## src/xcf_pkg.sv

```systemverilog
`default_nettype none
package xcf_pkg;
    // ****************************************
    // Register map
    // ****************************************
    localparam logic [7:0] OFF_CTRL  = 8'h00;
    localparam logic [7:0] OFF_CVAL  = 8'h04;
    localparam logic [7:0] OFF_CCARE = 8'h08;
    localparam logic [7:0] OFF_ALEN  = 8'h0C;
    localparam logic [7:0] OFF_CD0   = 8'h10;
    localparam logic [7:0] OFF_CD1   = 8'h14;
    localparam logic [7:0] OFF_CD2   = 8'h18;
    localparam logic [7:0] OFF_CG0   = 8'h1C;
    localparam logic [7:0] OFF_CG1   = 8'h20;
    localparam logic [7:0] OFF_CG2   = 8'h24;
    localparam logic [7:0] OFF_STS   = 8'h28;
    localparam logic [7:0] OFF_MASK  = 8'h2C;
    localparam logic [7:0] OFF_TBLV  = 8'h30;

    localparam int CTL_TL   = 0;
    localparam int CTL_SUP  = 1;
    localparam int CTL_L3   = 2;
    localparam int CTL_CALL = 3;
    localparam int CTL_EXT  = 4;
    localparam int CTL_CDEN = 5;
    localparam int CTL_CGEN = 6;
    localparam int CTL_PRO  = 8;
    localparam int LEN_CD   = 0;
    localparam int LEN_CDI  = 5;
    localparam int LEN_CG   = 8;
    localparam int LEN_CGI  = 13;
    localparam int STS_FULL = 0;
    localparam int STS_ADD  = 1;
    localparam int STS_DEL  = 2;

    localparam logic [31:0] CTRL_RST = 32'h0000_0100;
    localparam logic [31:0] CTRL_WM  = 32'h0000_037F;
    localparam logic [31:0] CVAL_WM  = 32'h0000_0FFF;
    localparam logic [31:0] ALEN_WM  = 32'h0000_3F3F;
    localparam logic [31:0] PAT_WM   = 32'hFFFF_FFFF;
    localparam logic [31:0] PAT2_WM  = 32'h0000_000F;
    localparam logic [31:0] STS_WM   = 32'h0000_0007;
    localparam logic [1:0]  RESP_OK  = 2'h0;
    localparam logic [1:0]  RESP_ERR = 2'h2;

    // ****************************************
    // Line codes
    // ****************************************
    localparam logic [1:0] PRO_X25   = 2'h1;
    localparam logic [1:0] PRO_X21   = 2'h2;
    localparam logic [1:0] KIND_FRM  = 2'h0;
    localparam logic [1:0] KIND_TIME = 2'h1;
    localparam logic [1:0] KIND_LEAD = 2'h2;
    localparam logic [1:0] SUP_CODE  = 2'h1;
    localparam logic [7:0] PT_CALL   = 8'h0B;
    localparam logic [7:0] PT_CLRC   = 8'h17;
    localparam logic [7:0] PT_RSTC   = 8'hFF;
    localparam int         DIGITS    = 17;
    localparam logic [4:0] MAX_LEN   = 5'h11;
    localparam logic [3:0] DIG_IGN   = 4'hF;
    localparam int         TBL_N     = 4;

    typedef enum logic [1:0] {
        BUS_IDLE = 2'b01,
        BUS_RESP = 2'b10
    } xcf_bus_type;

    typedef struct packed {
        logic [1:0]        kind;
        logic [4:0][7:0]   hdr;
        logic [4:0]        cd_len;
        logic [4:0]        cg_len;
        logic [16:0][3:0]  cd_dig;
        logic [16:0][3:0]  cg_dig;
    } xcf_rec_type;

    typedef struct packed {
        logic        awvalid;
        logic [7:0]  awaddr;
        logic        wvalid;
        logic [31:0] wdata;
        logic [3:0]  wstrb;
        logic        bready;
        logic        arvalid;
        logic [7:0]  araddr;
        logic        rready;
    } xcf_axi_req_type;

    typedef struct packed {
        logic        awready;
        logic        wready;
        logic        bvalid;
        logic [1:0]  bresp;
        logic        arready;
        logic        rvalid;
        logic [31:0] rdata;
        logic [1:0]  rresp;
    } xcf_axi_rsp_type;

    typedef struct packed {
        xcf_bus_type            wst;
        xcf_bus_type            rst;
        logic [1:0]             bresp;
        logic [1:0]             rresp;
        logic [31:0]            rdata;
        logic [31:0]            ctrl;
        logic [31:0]            cval;
        logic [31:0]            ccare;
        logic [31:0]            alen;
        logic [2:0][31:0]       cdp;
        logic [2:0][31:0]       cgp;
        logic [2:0]             sts;
        logic [2:0]             mask;
        logic [3:0]             tv;
        logic [3:0][11:0]       tch;
        logic                   ov;
        xcf_rec_type            orec;
    } xcf_state_type;

    function automatic logic [31:0] wmerge(input logic [31:0] old,
                                           input logic [31:0] wd,
                                           input logic [3:0]  st,
                                           input logic [31:0] wm);
        logic [31:0] bm;
        bm = {{8{st[3]}}, {8{st[2]}}, {8{st[1]}}, {8{st[0]}}};
        return ((old & ~bm) | (wd & bm)) & wm;
    endfunction
endpackage
`default_nettype wire

```

## src/xcf_capture_filter.sv

```systemverilog
`timescale 1ns/10ps
`default_nettype none

// Behaviour
// - Timing-and-lead filter on: drop every timestamp and lead status record.
// - Supervisory filter on: drop RR, RNR, REJ; keep information and unnumbered.
// - Channel filter: 12-bit pattern, each bit match 0, match 1 or ignore.
// - Channel is the 12 bits after the format identifier: group then channel.
// - Call filter on: packet needs channel match and either a table hit or an address-matched call setup.
// - All-ignore channel pattern passes everything; the call filter alone decides (address match or table hit).
// - Call filter on: compare addresses of call request and incoming call.
// - Matching call setup records its channel; that channel is then collected.
// - Clear confirmation from either side removes its channel from the table.
// - The channel table holds at most four channels.
// - Qualifying setup into a full table raises the error; traffic continues.
// - Address length set to ignore means a 17-digit pattern.
// - Pattern digits beyond the packet's own address length are ignored.
// - Packets on channel 0 are always collected.
// - Restart confirmation from either side empties the channel table.
// - Filter acts only for X.25 protocols; extended control picks modulo 128.
// - Passive monitor; store only records meeting all enabled conditions, plus every packet on channel 0.
module xcf_capture_filter (
    input  wire logic                     sys_clk,
    input  wire logic                     resetn,
    input  wire xcf_pkg::xcf_axi_req_type axi_req,
    output var  xcf_pkg::xcf_axi_rsp_type axi_rsp,
    input  wire logic                     in_valid,
    output logic                          in_ready,
    input  wire xcf_pkg::xcf_rec_type     in_rec,
    output logic                          out_valid,
    input  wire logic                     out_ready,
    output var  xcf_pkg::xcf_rec_type     out_rec,
    output logic                          irq,
    output logic                          channel_table_full_error
);
    import xcf_pkg::*;

    xcf_state_type      s;
    xcf_state_type      n;
    logic               act;
    logic               ext;
    logic               trk;
    logic [7:0]         pk0;
    logic [7:0]         pk1;
    logic [7:0]         ptype;
    logic [11:0]        chan;
    logic               is_time;
    logic               is_i;
    logic               is_s;
    logic               chan_ok;
    logic [4:0]         cd_eff;
    logic [4:0]         cg_eff;
    logic [67:0]        cd_pat;
    logic [67:0]        cg_pat;
    logic [DIGITS-1:0]  cd_hit;
    logic [DIGITS-1:0]  cg_hit;
    logic               addr_ok;
    logic               qual;
    logic [3:0]         thit;
    logic [3:0]         free_oh;
    logic [3:0]         add_oh;
    logic [3:0]         del_oh;
    logic [3:0][11:0]   tch_new;
    logic               hit;
    logic               full;
    logic               pass;
    logic               acc;
    logic               aw_take;
    logic               ar_take;
    logic [7:0]         wa;
    logic [7:0]         ra;
    logic [2:0]         sts_set;

    // ****************************************
    // Record decode
    // ****************************************
    assign act = (s.ctrl[CTL_PRO +: 2] == PRO_X25) ||
                 (s.ctrl[CTL_PRO +: 2] == PRO_X21);
    assign ext = s.ctrl[CTL_EXT];
    // Packet header starts after one or two control octets
    assign pk0   = ext ? in_rec.hdr[2] : in_rec.hdr[1];
    assign pk1   = ext ? in_rec.hdr[3] : in_rec.hdr[2];
    assign ptype = ext ? in_rec.hdr[4] : in_rec.hdr[3];
    assign chan  = {pk0[3:0], pk1};
    assign is_time = (in_rec.kind == KIND_TIME) ||
                     (in_rec.kind == KIND_LEAD);
    assign is_i  = (in_rec.kind == KIND_FRM) && !in_rec.hdr[0][0];
    assign is_s  = (in_rec.kind == KIND_FRM) &&
                   (in_rec.hdr[0][1:0] == SUP_CODE);

    // Care bits clear everywhere pass any channel
    assign chan_ok = !s.ctrl[CTL_L3] ||
                     (((chan ^ s.cval[11:0]) & s.ccare[11:0]) == 12'h000);

    // ****************************************
    // Address match
    // ****************************************
    assign cd_eff = s.alen[LEN_CDI] ? MAX_LEN : s.alen[LEN_CD +: 5];
    assign cg_eff = s.alen[LEN_CGI] ? MAX_LEN : s.alen[LEN_CG +: 5];
    assign cd_pat = {s.cdp[2][3:0], s.cdp[1], s.cdp[0]};
    assign cg_pat = {s.cgp[2][3:0], s.cgp[1], s.cgp[0]};

    for (genvar i = 0; i < DIGITS; i++) begin : g_dig
        localparam logic [4:0] POS = 5'(i);
        assign cd_hit[i] = (POS >= cd_eff) || (POS >= in_rec.cd_len) ||
                           (cd_pat[4*i +: 4] == DIG_IGN) ||
                           (cd_pat[4*i +: 4] == in_rec.cd_dig[i]);
        assign cg_hit[i] = (POS >= cg_eff) || (POS >= in_rec.cg_len) ||
                           (cg_pat[4*i +: 4] == DIG_IGN) ||
                           (cg_pat[4*i +: 4] == in_rec.cg_dig[i]);
    end

    assign addr_ok = (!s.ctrl[CTL_CDEN] || (&cd_hit)) &&
                     (!s.ctrl[CTL_CGEN] || (&cg_hit));
    assign trk  = act && s.ctrl[CTL_CALL];
    assign qual = trk && is_i && (ptype == PT_CALL) && addr_ok;

    // ****************************************
    // Channel table
    // ****************************************
    for (genvar k = 0; k < TBL_N; k++) begin : g_tbl
        localparam logic [3:0] LOW = 4'((1 << k) - 1);
        assign thit[k]    = s.tv[k] && (s.tch[k] == chan);
        assign free_oh[k] = !s.tv[k] && ((s.tv & LOW) == LOW);
        assign tch_new[k] = add_oh[k] ? chan : s.tch[k];
    end

    assign hit  = |thit;
    assign full = &s.tv;
    assign acc  = in_valid && in_ready;
    // A table full of four records no fifth call; the call still passes
    assign add_oh = (acc && qual && !hit) ? free_oh : 4'h0;
    assign del_oh = (acc && act && is_i && ptype == PT_CLRC) ?
                    thit : 4'h0;

    // ****************************************
    // Pass decision
    // ****************************************
    always_comb begin
        if (!act) begin
            pass = 1'b1;
        end else if (is_time) begin
            pass = !s.ctrl[CTL_TL];
        end else if (is_s) begin
            pass = !s.ctrl[CTL_SUP];
        end else if (!is_i) begin
            pass = 1'b1;
        end else if (chan == 12'h000) begin
            pass = 1'b1;
        end else begin
            pass = chan_ok &&
                   (!s.ctrl[CTL_CALL] || hit || qual);
        end
    end

    // ****************************************
    // Bus slave
    // ****************************************
    assign aw_take = (s.wst == BUS_IDLE) && axi_req.awvalid &&
                     axi_req.wvalid;
    assign ar_take = (s.rst == BUS_IDLE) && axi_req.arvalid;
    assign wa = {axi_req.awaddr[7:2], 2'h0};
    assign ra = {axi_req.araddr[7:2], 2'h0};

    always_comb begin
        axi_rsp.awready = aw_take;
        axi_rsp.wready  = aw_take;
        axi_rsp.bvalid  = (s.wst == BUS_RESP);
        axi_rsp.bresp   = s.bresp;
        axi_rsp.arready = ar_take;
        axi_rsp.rvalid  = (s.rst == BUS_RESP);
        axi_rsp.rdata   = s.rdata;
        axi_rsp.rresp   = s.rresp;
    end

    // ****************************************
    // Next state
    // ****************************************
    always_comb begin
        n = s;
        sts_set = 3'h0;
        if (aw_take) begin
            n.wst   = BUS_RESP;
            n.bresp = RESP_OK;
            case (wa)
                OFF_CTRL: begin
                    n.ctrl = wmerge(s.ctrl, axi_req.wdata,
                                    axi_req.wstrb, CTRL_WM);
                end
                OFF_CVAL: begin
                    n.cval = wmerge(s.cval, axi_req.wdata,
                                    axi_req.wstrb, CVAL_WM);
                end
                OFF_CCARE: begin
                    n.ccare = wmerge(s.ccare, axi_req.wdata,
                                     axi_req.wstrb, CVAL_WM);
                end
                OFF_ALEN: begin
                    n.alen = wmerge(s.alen, axi_req.wdata,
                                    axi_req.wstrb, ALEN_WM);
                end
                OFF_CD0: begin
                    n.cdp[0] = wmerge(s.cdp[0], axi_req.wdata,
                                      axi_req.wstrb, PAT_WM);
                end
                OFF_CD1: begin
                    n.cdp[1] = wmerge(s.cdp[1], axi_req.wdata,
                                      axi_req.wstrb, PAT_WM);
                end
                OFF_CD2: begin
                    n.cdp[2] = wmerge(s.cdp[2], axi_req.wdata,
                                      axi_req.wstrb, PAT2_WM);
                end
                OFF_CG0: begin
                    n.cgp[0] = wmerge(s.cgp[0], axi_req.wdata,
                                      axi_req.wstrb, PAT_WM);
                end
                OFF_CG1: begin
                    n.cgp[1] = wmerge(s.cgp[1], axi_req.wdata,
                                      axi_req.wstrb, PAT_WM);
                end
                OFF_CG2: begin
                    n.cgp[2] = wmerge(s.cgp[2], axi_req.wdata,
                                      axi_req.wstrb, PAT2_WM);
                end
                OFF_MASK: begin
                    n.mask = 3'(wmerge({29'h0, s.mask}, axi_req.wdata,
                                       axi_req.wstrb, STS_WM));
                end
                OFF_STS, OFF_TBLV: begin
                    n.bresp = RESP_OK;
                end
                default: begin
                    n.bresp = RESP_ERR;
                end
            endcase
        end else if ((s.wst == BUS_RESP) && axi_req.bready) begin
            n.wst = BUS_IDLE;
        end

        if (ar_take) begin
            n.rst   = BUS_RESP;
            n.rresp = RESP_OK;
            case (ra)
                OFF_CTRL:  n.rdata = s.ctrl;
                OFF_CVAL:  n.rdata = s.cval;
                OFF_CCARE: n.rdata = s.ccare;
                OFF_ALEN:  n.rdata = s.alen;
                OFF_CD0:   n.rdata = s.cdp[0];
                OFF_CD1:   n.rdata = s.cdp[1];
                OFF_CD2:   n.rdata = s.cdp[2];
                OFF_CG0:   n.rdata = s.cgp[0];
                OFF_CG1:   n.rdata = s.cgp[1];
                OFF_CG2:   n.rdata = s.cgp[2];
                OFF_STS:   n.rdata = {29'h0, s.sts};
                OFF_MASK:  n.rdata = {29'h0, s.mask};
                OFF_TBLV:  n.rdata = {28'h0, s.tv};
                default: begin
                    n.rdata = 32'h0000_0000;
                    n.rresp = RESP_ERR;
                end
            endcase
        end else if ((s.rst == BUS_RESP) && axi_req.rready) begin
            n.rst = BUS_IDLE;
        end

        // Table follows the line even for dropped packets
        if (acc && act && is_i && ptype == PT_RSTC) begin
            n.tv = 4'h0;
            sts_set[STS_DEL] = 1'b1;
        end else begin
            n.tv = (s.tv & ~del_oh) | add_oh;
            sts_set[STS_DEL] = |del_oh;
        end
        n.tch = tch_new;
        sts_set[STS_ADD]  = |add_oh;
        sts_set[STS_FULL] = acc && qual && !hit && full;

        // Read clears, but an event in the same cycle still lands
        n.sts = ((ar_take && ra == OFF_STS) ? 3'h0 : s.sts) | sts_set;

        if (acc) begin
            n.ov   = pass;
            n.orec = in_rec;
        end else if (out_ready) begin
            n.ov = 1'b0;
        end
    end

    always_ff @(posedge sys_clk or negedge resetn) begin
        if (!resetn) begin
            s      <= '0;
            s.wst  <= BUS_IDLE;
            s.rst  <= BUS_IDLE;
            s.ctrl <= CTRL_RST;
        end else begin
            s <= n;
        end
    end

    // Capture store stalls the monitor; one record is held in the output register
    assign in_ready  = !s.ov || out_ready;
    assign out_valid = s.ov;
    assign out_rec   = s.orec;
    assign irq       = |(s.sts & s.mask);
    assign channel_table_full_error = s.sts[STS_FULL];
endmodule
`default_nettype wire

```

## config.mk

```make
export PLATFORM = sky130hd
export DESIGN_NAME = xcf_capture_filter
export DESIGN_NICKNAME = d
export VERILOG_FILES = /design/src/xcf_pkg.sv /design/src/xcf_capture_filter.sv
export SDC_FILE = /design/constraint.sdc
export NUM_CORES = 1
export LEC_CHECK = 0
export BUFFER_PORTS_ARGS = -buffer_cell sky130_fd_sc_hd__buf_2
export CAP_MARGIN = 10
export CORE_MARGIN = 5
export CORE_UTILIZATION = 56
export DETAILED_ROUTE_END_ITERATION = 16
export GPL_TIMING_DRIVEN = 0
export PLACE_DENSITY = 0.88
export SLEW_MARGIN = 10
export SYNTH_ARGS = -nofsm -noshare
export SYNTH_HDL_FRONTEND = slang
export SYNTH_SLANG_ARGS = --single-unit
```

## constraint.sdc

```tcl
create_clock -name sys_clk -period 4.1 [get_ports sys_clk]
set_clock_uncertainty 0.1 [all_clocks]
set_input_delay 0.615 -clock sys_clk [delete_from_list [all_inputs] [get_ports sys_clk]]
set_output_delay 0.615 -clock sys_clk [all_outputs]
set_load 0.01 [all_outputs]
```

==> results_dict.tcl, run 1 <==
set metrics [dict create \
    min_period_ns 4.06 \
    grt-ovfl-total 0 \
    clk_latency_ns 0.59 \
    worstPathRequired_ns 4.47 \
    postCtsSetupRepairBufs 0 \
    fin_cells 3229 \
    hold_viol_final 0 \
    vdd_ir_drop_max_mv 0.478 \
    critPathKind "reg2reg" \
    grt_max_degree 118 \
    wl_met3_microns 7070 \
    outcome "finished clean" \
    synth_warnings 0 \
    syn_inst 2069 \
    antenna_found_initial 16 \
    fin_nets 2840 \
    end_kind "register" \
    cts.sinks 466 \
    drive_gt1_share_pct 48.3 \
    path_clk_slew_ns 0.06 \
    pwr_density_cell_nw_per_um2 397 \
    drc_errors 0 \
    core.rowCount 76 \
    synth_edf_count 0 \
    fin_setup_tns_ns 0 \
    relSlewSlack_pct 6.75 \
    finalPower_uw 11700 \
    p_leak_uw 0.0142 \
    multiInputGateArea_sq_um 10800 \
    critPathLaunchType "register" \
    die_w_microns 220 \
    ys.flop_type "dfrtp_1" \
    r2r_slack_ns 0.04 \
    cts_tree "done" \
    final_antenna_net_count 0 \
    arrival_ns 4.43 \
    area_growth_pct 20.2 \
    fp.coreArea_sq_um 43300 \
    crit_cells 10 \
    cp_cell_sequence "clkbuf_1 > or4_1 > o211ai_1 > nor3_1 > nor4_1 > a41oi_2 > nor4_2 > nand4bb_1 > buf_1 > mux2_2" \
    synth.area.top_cells "dfrtp_1 (47%), mux2_2 (20%), buf_4 (7.0%)" \
    path_buf_inv 2 \
    async_flop_share_pct 100 \
    top_layer_used "met5" \
    slew_violations 0 \
    netlist_top_cells_count "dfrtp_1 (463), mux2_2 (427), buf_4 (228)" \
    die_h_microns 220 \
    via_per_inst 6.00 \
    hold_class "in2reg" \
    io_pins 482 \
    initial_core_util_pct 56.8 \
    synth_seq_area_share_pct 47.5 \
    die_area_sq_um 48200 \
    ctsRootBufferMaster "clkbuf_16" \
    hold_ws_ns 0.105 \
    dp.cells 3123 \
    synth_seq_cells 466 \
    synth.distinct_cells 68 \
    yosys.area.top_type "dfrtp_1" \
    rr_worst_depth 10 \
    grt_pass1_vias 19900 \
    cts_buffers 49 \
    place_ws_ns -0.251 \
    slowest_stage "or4_1" \
    fmax_mhz 246 \
    crit_fanout 10 \
    vias 19400 \
    hold_end "s[603]" \
    syn_area_sq_um 24600 \
    fillCellCount 3148 \
    r2r-end "s[191]" \
    numPortBuffers 464 \
    syn_avg_cell_area_sq_um 11.9 \
    htreeDepth 2 \
    wl_microns 82600 \
    wl_met2_microns 41000 \
    ff_latch_area_sq_um 11700 \
    cp_top_family "simple AND/OR/NAND/NOR gates" \
    cpPeakStageDelay_ns 0.65 \
    holdPathStages 2 \
    hold_start "axi_req[9]" \
    worst_pin_slew_ns 1.40 \
    dr.first_iter.drc_count 1938 \
    fin_ws_ns 0.0382 \
    dpl.hpwl_microns 64500 \
    grt_pass1_wl_microns 122000 \
    routabilityCongestion 0.991 \
    clk_path_buf_depth 3 \
    dr.pass1.iters 5 \
    wl_met1_microns 30400 \
    routedWlPerCell_microns 25.6 \
    rsz0062_at_grt "no" \
    grtUsageTotal_pct 33.4 \
    synth.most_common_cell "dfrtp_1" \
    drv_cap 0 \
    setup_viol 0 \
    synth_top_area_share_pct 47.1 \
    fin_crit_sh_pct 99.1 \
]
## worst register-to-register path, cell delays in order, from the launching register on
cell and delay (ns):
dfrtp_1 0.35, clkbuf_1 0.27, or4_1 0.65, o211ai_1 0.21, nor3_1 0.10, nor4_1 0.44, a41oi_2 0.41, nor4_2 0.40
nand4bb_1 0.32, buf_1 0.34, mux2_2 0.35
## power by group
part | internal, uW | switching, uW | total (uW)
Combinational | 1010 | 973 | 1980
Sequential | 4900 | 179 | 5080
Clock | 2780 | 1890 | 4670
Total | 8690 | 3040 | 11700
## through the flow
step | cell area [sq um] | util, %
after floorplan | 24600 | -
after CTS | 29500 | 68.1
after global placement | 27600 | 63.9
after global routing | 29500 | 68.3
after detailed placement | 27800 | 64.2
final | 29500 | 68.3
## what timing repair did
action / 4_1_cts / 5_1_grt
gates resized for setup: 3 / 7
setup endpoints to repair: 10 / 10
hold endpoints to repair: 72 / 0
pin swaps: 0 / 1
hold buffers: 1 / 0
## cell families (layout without fill, tap and decap cells)
family | count (synthesis) | count (layout) | share of synthesized area (%)
multiplexers | 488 | 488 | 22.9
AO/OA/AOI/OAI | 233 | 233 | 6.30
flip-flops | 466 | 466 | 47.5
adder cells (fa/ha/maj) | 1 | 1 | 0.0509
buffers and inverters | 331 | 891 | 8.70
XOR/XNOR | 199 | 199 | 7.09
other | 1 | 16 | 0.0153
AND/OR/NAND/NOR | 350 | 350 | 7.45
## worst max path at each step
stage	slack, ns	endpoint	start
floorplan	0.60	s[204]	in_rec[137]
global route	0.01	s[191]	register
detailed placement	-0.25	s[228]	in_rec[140]
finish	0.04	s[191]	register
global placement	-6.73	out_rec[0]	resetn
CTS	0.08	s[191]	register
## layout make-up
type                            instances  share of cell area [%]
Timing Repair Buffer                  469                    8.30
Inverter                               12                   0.152
Clock inverter                         12                   0.593
Clock buffer                           79                    5.12
Buffer                                319                    7.08
Antenna cell                           14                   0.119
Multi-Input combinational cell       1273                    36.7
Tap cell                              585                    2.48
Sequential cell                       466                    39.5
## metal layers
metal / GRT usage [%] / up-vias
met5: 0 / -
met4: 15.1 / 6
met3: 7.35 / 249
met2: 57.5 / 1061
met1: 40.3 / 9764
li1: - / 8301
## placed cells by master, fill, tap and decap left out, drive strengths merged, types with 19 or more instances in the layout
cell      n
buf     718
nor4     39
nand4    53
xnor2   121
nor3     20
a22oi    41
nand2    87
clkbuf  148
dfrtp   463
mux2i    19
xor2     78
o21ai    54
nor2     60
mux2    463
nand3    29
a21oi    51
Note: power is estimated with default switching activity, not from simulation.
==> inputs of run 2 (changes only) <==
--- a/config.mk
+++ b/config.mk
@@ -7,7 +7,7 @@
 export LEC_CHECK = 0
 export BUFFER_PORTS_ARGS = -buffer_cell sky130_fd_sc_hd__buf_2
 export CAP_MARGIN = 10
-export CORE_MARGIN = 5
+export CORE_MARGIN = 10
 export CORE_UTILIZATION = 56
 export DETAILED_ROUTE_END_ITERATION = 16
 export GPL_TIMING_DRIVEN = 0
==> run 2 against run 1 <==
Wire length rose by 3.5%. Critical path depth rose by 1. Largest cell class unchanged. Critical path type unchanged. Cell count barely moved. Register-to-register slack improved by 0.14 ns. Setup slack improved by 0.14 ns. Die area rose by 9.3%.
==> results_dict.tcl, run 2 (synthesis gave the netlist of run 1 again) <==
set metrics [dict create \
    critPathKind "reg2reg" \
    grt_max_degree 113 \
    hold_ws_ns 0.105 \
    relSlewSlack_pct 12.4 \
    hold_end "s[604]" \
    end_kind "register" \
    die_w_microns 230 \
    routabilityCongestion 0.986 \
    critPathLaunchType "register" \
    placed_area_sq_um 27800 \
    drv_cap 0 \
    mostFrequentLayoutCells "buf_2 (471), dfrtp_1 (463), mux2_2 (427)" \
    finalInstanceArea_sq_um 29600 \
    grt_pass1_vias 20400 \
    dr.pass1.iters 6 \
    die_h_microns 230 \
    ctsRootBufferMaster "clkbuf_16" \
    dpl.hpwl_microns 66600 \
    die_area_sq_um 52700 \
    vias 19300 \
    core.rowCount 76 \
    grtUsageTotal_pct 31.7 \
    dr.first_iter.drc_count 1775 \
    slew_violations 0 \
    pwr_density_cell_nw_per_um2 403 \
    fp.coreArea_sq_um 43300 \
    antenna_found_initial 17 \
    via_per_inst 5.98 \
    hold_viol_final 0 \
    clk_latency_ns 0.60 \
    crit_fanout 10 \
    wl_met3_microns 7310 \
    drive_gt1_share_pct 48.3 \
    top_layer_used "met5" \
    min_period_ns 3.92 \
    rr_worst_depth 11 \
    slowest_stage "mux2i_2" \
    cp_common_cell "buf_2" \
    htreeDepth 2 \
    layout_commonest_cell "buf_2" \
    fmax_mhz 255 \
    hold_start "axi_req[0]" \
    path_clk_slew_ns 0.06 \
    p_leak_uw 0.0142 \
    cts.sinks 466 \
    clk_path_buf_depth 3 \
    arrival_ns 4.30 \
    r2r-end "s[193]" \
    cts_buffers 50 \
    numPortBuffers 464 \
    grt_pass1_wl_microns 127000 \
    final_antenna_net_count 0 \
    vdd_ir_drop_max_mv 0.479 \
    wl_met1_microns 31100 \
    io_pins 482 \
    cpPeakStageDelay_ns 0.62 \
    outcome "finished clean" \
    fin_nets 2842 \
    wl_microns 85600 \
    fin_crit_sh_pct 95.6 \
    routedWlPerCell_microns 26.5 \
    cp_cell_sequence "buf_2 > buf_2 > mux2i_2 > xnor2_1 > nor4_1 > nand4_1 > nand3_1 > nor2_1 > nand4bb_1 > buf_1 > mux2_2" \
    worstPathRequired_ns 4.48 \
    setup_viol 0 \
    holdPathStages 2 \
    cts_tree "done" \
    wl_met2_microns 42300 \
    finalPower_uw 11900 \
    r2r_slack_ns 0.18 \
    area_growth_pct 20.4 \
    rsz0062_at_grt "no" \
    grt-ovfl-total 0 \
    hold_class "in2reg" \
    worst_pin_slew_ns 1.31 \
    initial_core_util_pct 56.8 \
    drc_errors 0 \
    fillCellCount 3162 \
]
run 2: cell types whose count changed in the layout (fill, tap and decap cells not counted), sizes merged:
cell      change
clkinv        +3
bufinv        +3
buf           +1
diode         -1
clkinvlp      -1
clkbuf        -7
run 2: worst max-delay path by stage:
stage	end	slack [ns]	cells after the start
after global routing	s[193]	0.06	11
after global placement	s[196]	-6.69	1
after detailed placement	s[192]	-0.20	10
after floorplan	s[204]	0.60	10
after CTS	s[193]	0.007	11
final	s[193]	0.18	11
run 2: final cells by class:
type | count | area [sq um] | share of cell area (%)
Buffer | 319 | 2090 | 7.07
Inverter | 12 | 45.0 | 0.152
Tap cell | 585 | 732 | 2.47
Antenna cell | 13 | 32.5 | 0.110
Multi-Input combinational cell | 1273 | 10800 | 36.6
Clock buffer | 72 | 1470 | 4.95
Sequential cell | 466 | 11700 | 39.4
Clock inverter | 17 | 278 | 0.939
Timing Repair Buffer | 470 | 2460 | 8.31
run 2: through the flow:
step           TNS [ns]  utilization, %  setup WS (ns)  cells
2_1_floorplan         0               -          0.599   2070
3_3_place_gp   -3089.92            63.9          -6.69   3119
3_5_place_dp      -4.28            64.2         -0.202   3123
4_1_cts               0            68.2        0.00715   3213
5_1_grt               0            68.4         0.0596   3223
6_report              0            68.4          0.181   3227
run 2: worst max-delay path, delay by kind of cell (launching register included):
kind	cells	cell delay (ns)
xor gates and xnor gates	1	0.19
buffers and inverters	3	1.10
DFF	1	0.42
muxes	2	1.02
and+or+nand+nor	5	0.95
run 2: repair_timing:
| item | CTS | global route |
|---|---|---|
| hold endpoints to repair | 61 | 0 |
| cloned | 0 | 0 |
| buffers inserted | 0 | 1 |
| hold buffers | 1 | 0 |
| gates resized for setup | 1 | 5 |
| setup endpoints to repair | 10 | 10 |
| pin swaps | 0 | 1 |
run 2: per-layer routing:
layer  up-vias  track usage (%)
li1       8266                -
met1      9714             36.3
met2      1029             54.6
met3       279             7.16
met4         8             16.4
met5         -                0
run 2: report_power, final:
group | total (uW) | internal, uW | switching, uW
logic | 2000 | 1010 | 992
clock network | 4850 | 2920 | 1930
registers | 5080 | 4900 | 177
==> inputs of run 3 (changes only) <==
--- a/config.mk
+++ b/config.mk
@@ -8,10 +8,10 @@
 export BUFFER_PORTS_ARGS = -buffer_cell sky130_fd_sc_hd__buf_2
 export CAP_MARGIN = 10
 export CORE_MARGIN = 10
-export CORE_UTILIZATION = 56
+export CORE_UTILIZATION = 60
 export DETAILED_ROUTE_END_ITERATION = 16
 export GPL_TIMING_DRIVEN = 0
-export PLACE_DENSITY = 0.88
+export PLACE_DENSITY = 0.93
 export SLEW_MARGIN = 10
 export SYNTH_ARGS = -nofsm -noshare
 export SYNTH_HDL_FRONTEND = slang
==> constraint.sdc (replaced) <==
create_clock -name sys_clk -period 4.53 [get_ports sys_clk]
set_clock_uncertainty 0.1 [all_clocks]
set_input_delay 0.6795 -clock sys_clk [delete_from_list [all_inputs] [get_ports sys_clk]]
set_output_delay 0.6795 -clock sys_clk [all_outputs]
set_load 0.01 [all_outputs]
==> run 3 against run 2 <==
Via count rose by 1.0%. Clock-buffer cell count fell by 1. Critical path depth did not move. Non-clock buffer count fell by 1. Largest power group unchanged. Highest routed layer unchanged.
==> results_dict.tcl, run 3 (synthesis gave the netlist of run 1 again) <==
set metrics [dict create \
    outcome "finished clean" \
    rsz0062_at_grt "no" \
    pwr_density_cell_nw_per_um2 365 \
    dr.pass1.iters 8 \
    holdPathStages 2 \
    cpPeakStageDelay_ns 0.86 \
    r2r_slack_ns 0.29 \
    postCtsSetupRepairBufs 0 \
    routedWlPerCell_microns 26.9 \
    p_switching_uw 2790 \
    fin_nets 2840 \
    hold_class "in2reg" \
    dr.first_iter.drc_count 2005 \
    arrival_ns 4.60 \
    hold_viol_final 0 \
    min_period_ns 4.24 \
    hold_end "s[604]" \
    power_frac_clock_pct 40.5 \
    routabilityCongestion 0.986 \
    final_antenna_net_count 0 \
    wl_microns 85200 \
    slowest_stage "mux2i_1" \
    worst_pin_slew_ns 1.19 \
    fmax_mhz 236 \
    via_per_inst 6.15 \
    ctsRootBufferMaster "clkbuf_16" \
    critPathLaunchType "register" \
    mostFrequentLayoutCells "buf_2 (471), dfrtp_1 (463), mux2_2 (427)" \
    p_int_uw 7970 \
    grt_pass1_wl_microns 127000 \
    die_area_sq_um 49500 \
    final_util_pct 72.5 \
    crit_fanout 10 \
    fin_cells 3169 \
    vias 19500 \
    power_frac_seq_pct 42.8 \
    clk_path_buf_depth 3 \
    combPwrFrac_pct 16.7 \
    area_growth_pct 19.9 \
    path_clk_slew_ns 0.06 \
    htreeDepth 2 \
    layout_commonest_cell "buf_2" \
    grt_pass1_vias 20800 \
    critPathKind "reg2reg" \
    grt_max_degree 113 \
    worstPathRequired_ns 4.90 \
    switching_share_pct 26.0 \
    drive_gt1_share_pct 48.2 \
    core.rowCount 74 \
    numPortBuffers 464 \
    rr_worst_depth 11 \
    die_w_microns 222 \
    drc_errors 0 \
    grt-ovfl-total 0 \
    cp_cell_sequence "buf_2 > buf_4 > mux2i_1 > xnor2_1 > nor4_1 > nand4_1 > nand3_1 > nor2_1 > nand4bb_1 > buf_1 > mux2_2" \
    clk_latency_ns 0.60 \
    slew_violations 0 \
    drv_cap 0 \
    antenna_found_initial 14 \
    setup_viol 0 \
    vdd_ir_drop_max_mv 0.312 \
    cts_buffers 49 \
    hold_start "axi_req[0]" \
    fp.coreArea_sq_um 40600 \
    dpl.hpwl_microns 66700 \
    die_h_microns 222 \
    relSlewSlack_pct 18.4 \
    fin_crit_sh_pct 93.5 \
    end_kind "register" \
    initial_core_util_pct 60.5 \
    io_pins 482 \
    cts_tree "done" \
    grtUsageTotal_pct 33.3 \
    p_leak_uw 0.0142 \
    dp.cells 3070 \
    cts.sinks 466 \
    r2r-end "s[197]" \
]
==> run 3: layer usage <==
metal	up-vias	share of wire, %	global-route usage [%]
met3	329	9.1	8.00
met1	9719	36	38.0
li1	8258	-	-
met2	1172	49	56.1
met4	12	6.2	19.6
met5	-	0.085	0
==> run 3: worst max path at each step <==
stage                            from         end  slack [ns]  cells after the start
after floorplan           in_rec[137]      s[204]        0.96                     10
after global placement         resetn  out_rec[3]       -6.32                      1
after detailed placement  in_rec[101]      s[197]        0.21                     10
after CTS                    register      s[197]        0.41                     11
after global routing         register      s[194]        0.08                     11
final                        register      s[197]        0.29                     11
==> run 3: layout make-up <==
type	count	area, sq um
repair buffers	469	2450
plain buffers	319	2090
clock buffers	71	1490
multi-input cells	1273	10800
inverters	12	45.0
clock inverters	19	249
diodes	8	20.0
flip-flops and latches	466	11700
well taps	532	666
fillers	2713	11200
==> run 3: power by group through the flow <==
stage | registers, uW | logic [uW] | clock network [uW]
3_3_place_gp | 4650 | 1740 | 0
4_1_cts | 4600 | 1810 | 4360
2_1_floorplan | 4610 | 1030 | 0
6_report | 4610 | 1800 | 4350
3_5_place_dp | 4670 | 1800 | 0
5_1_grt | 4630 | 1920 | 4550
==> run 3: worst max-delay path: cells and delay by family (launching register included) <==
kind | cells | cell delay (ns)
xor+xnor | 1 | 0.23
flops | 1 | 0.41
simple gates | 5 | 1.13
mux | 2 | 1.26
buf+inv | 3 | 0.98
==> run 3: timing repair <==
item / 4_1_cts / 5_1_grt
endpoints found under the hold margin: 50 / 0
endpoints found under the setup margin: 0 / 0
hold buffers: 1 / 0
resized for setup: 0 / 0
==> run 3: through the flow <==
step	power, uW	area (sq um)	TNS, ns	setup slack [ns]	hold WS, ns
after floorplan	5640	24600	0	0.965	0.284
after global placement	6380	27600	-2906.97	-6.32	0.364
after detailed placement	6470	27700	0	0.210	0.373
after CTS	10800	29400	0	0.409	0.148
after global routing	11100	29500	0	0.0840	0.177
final	10800	29500	0	0.293	0.158
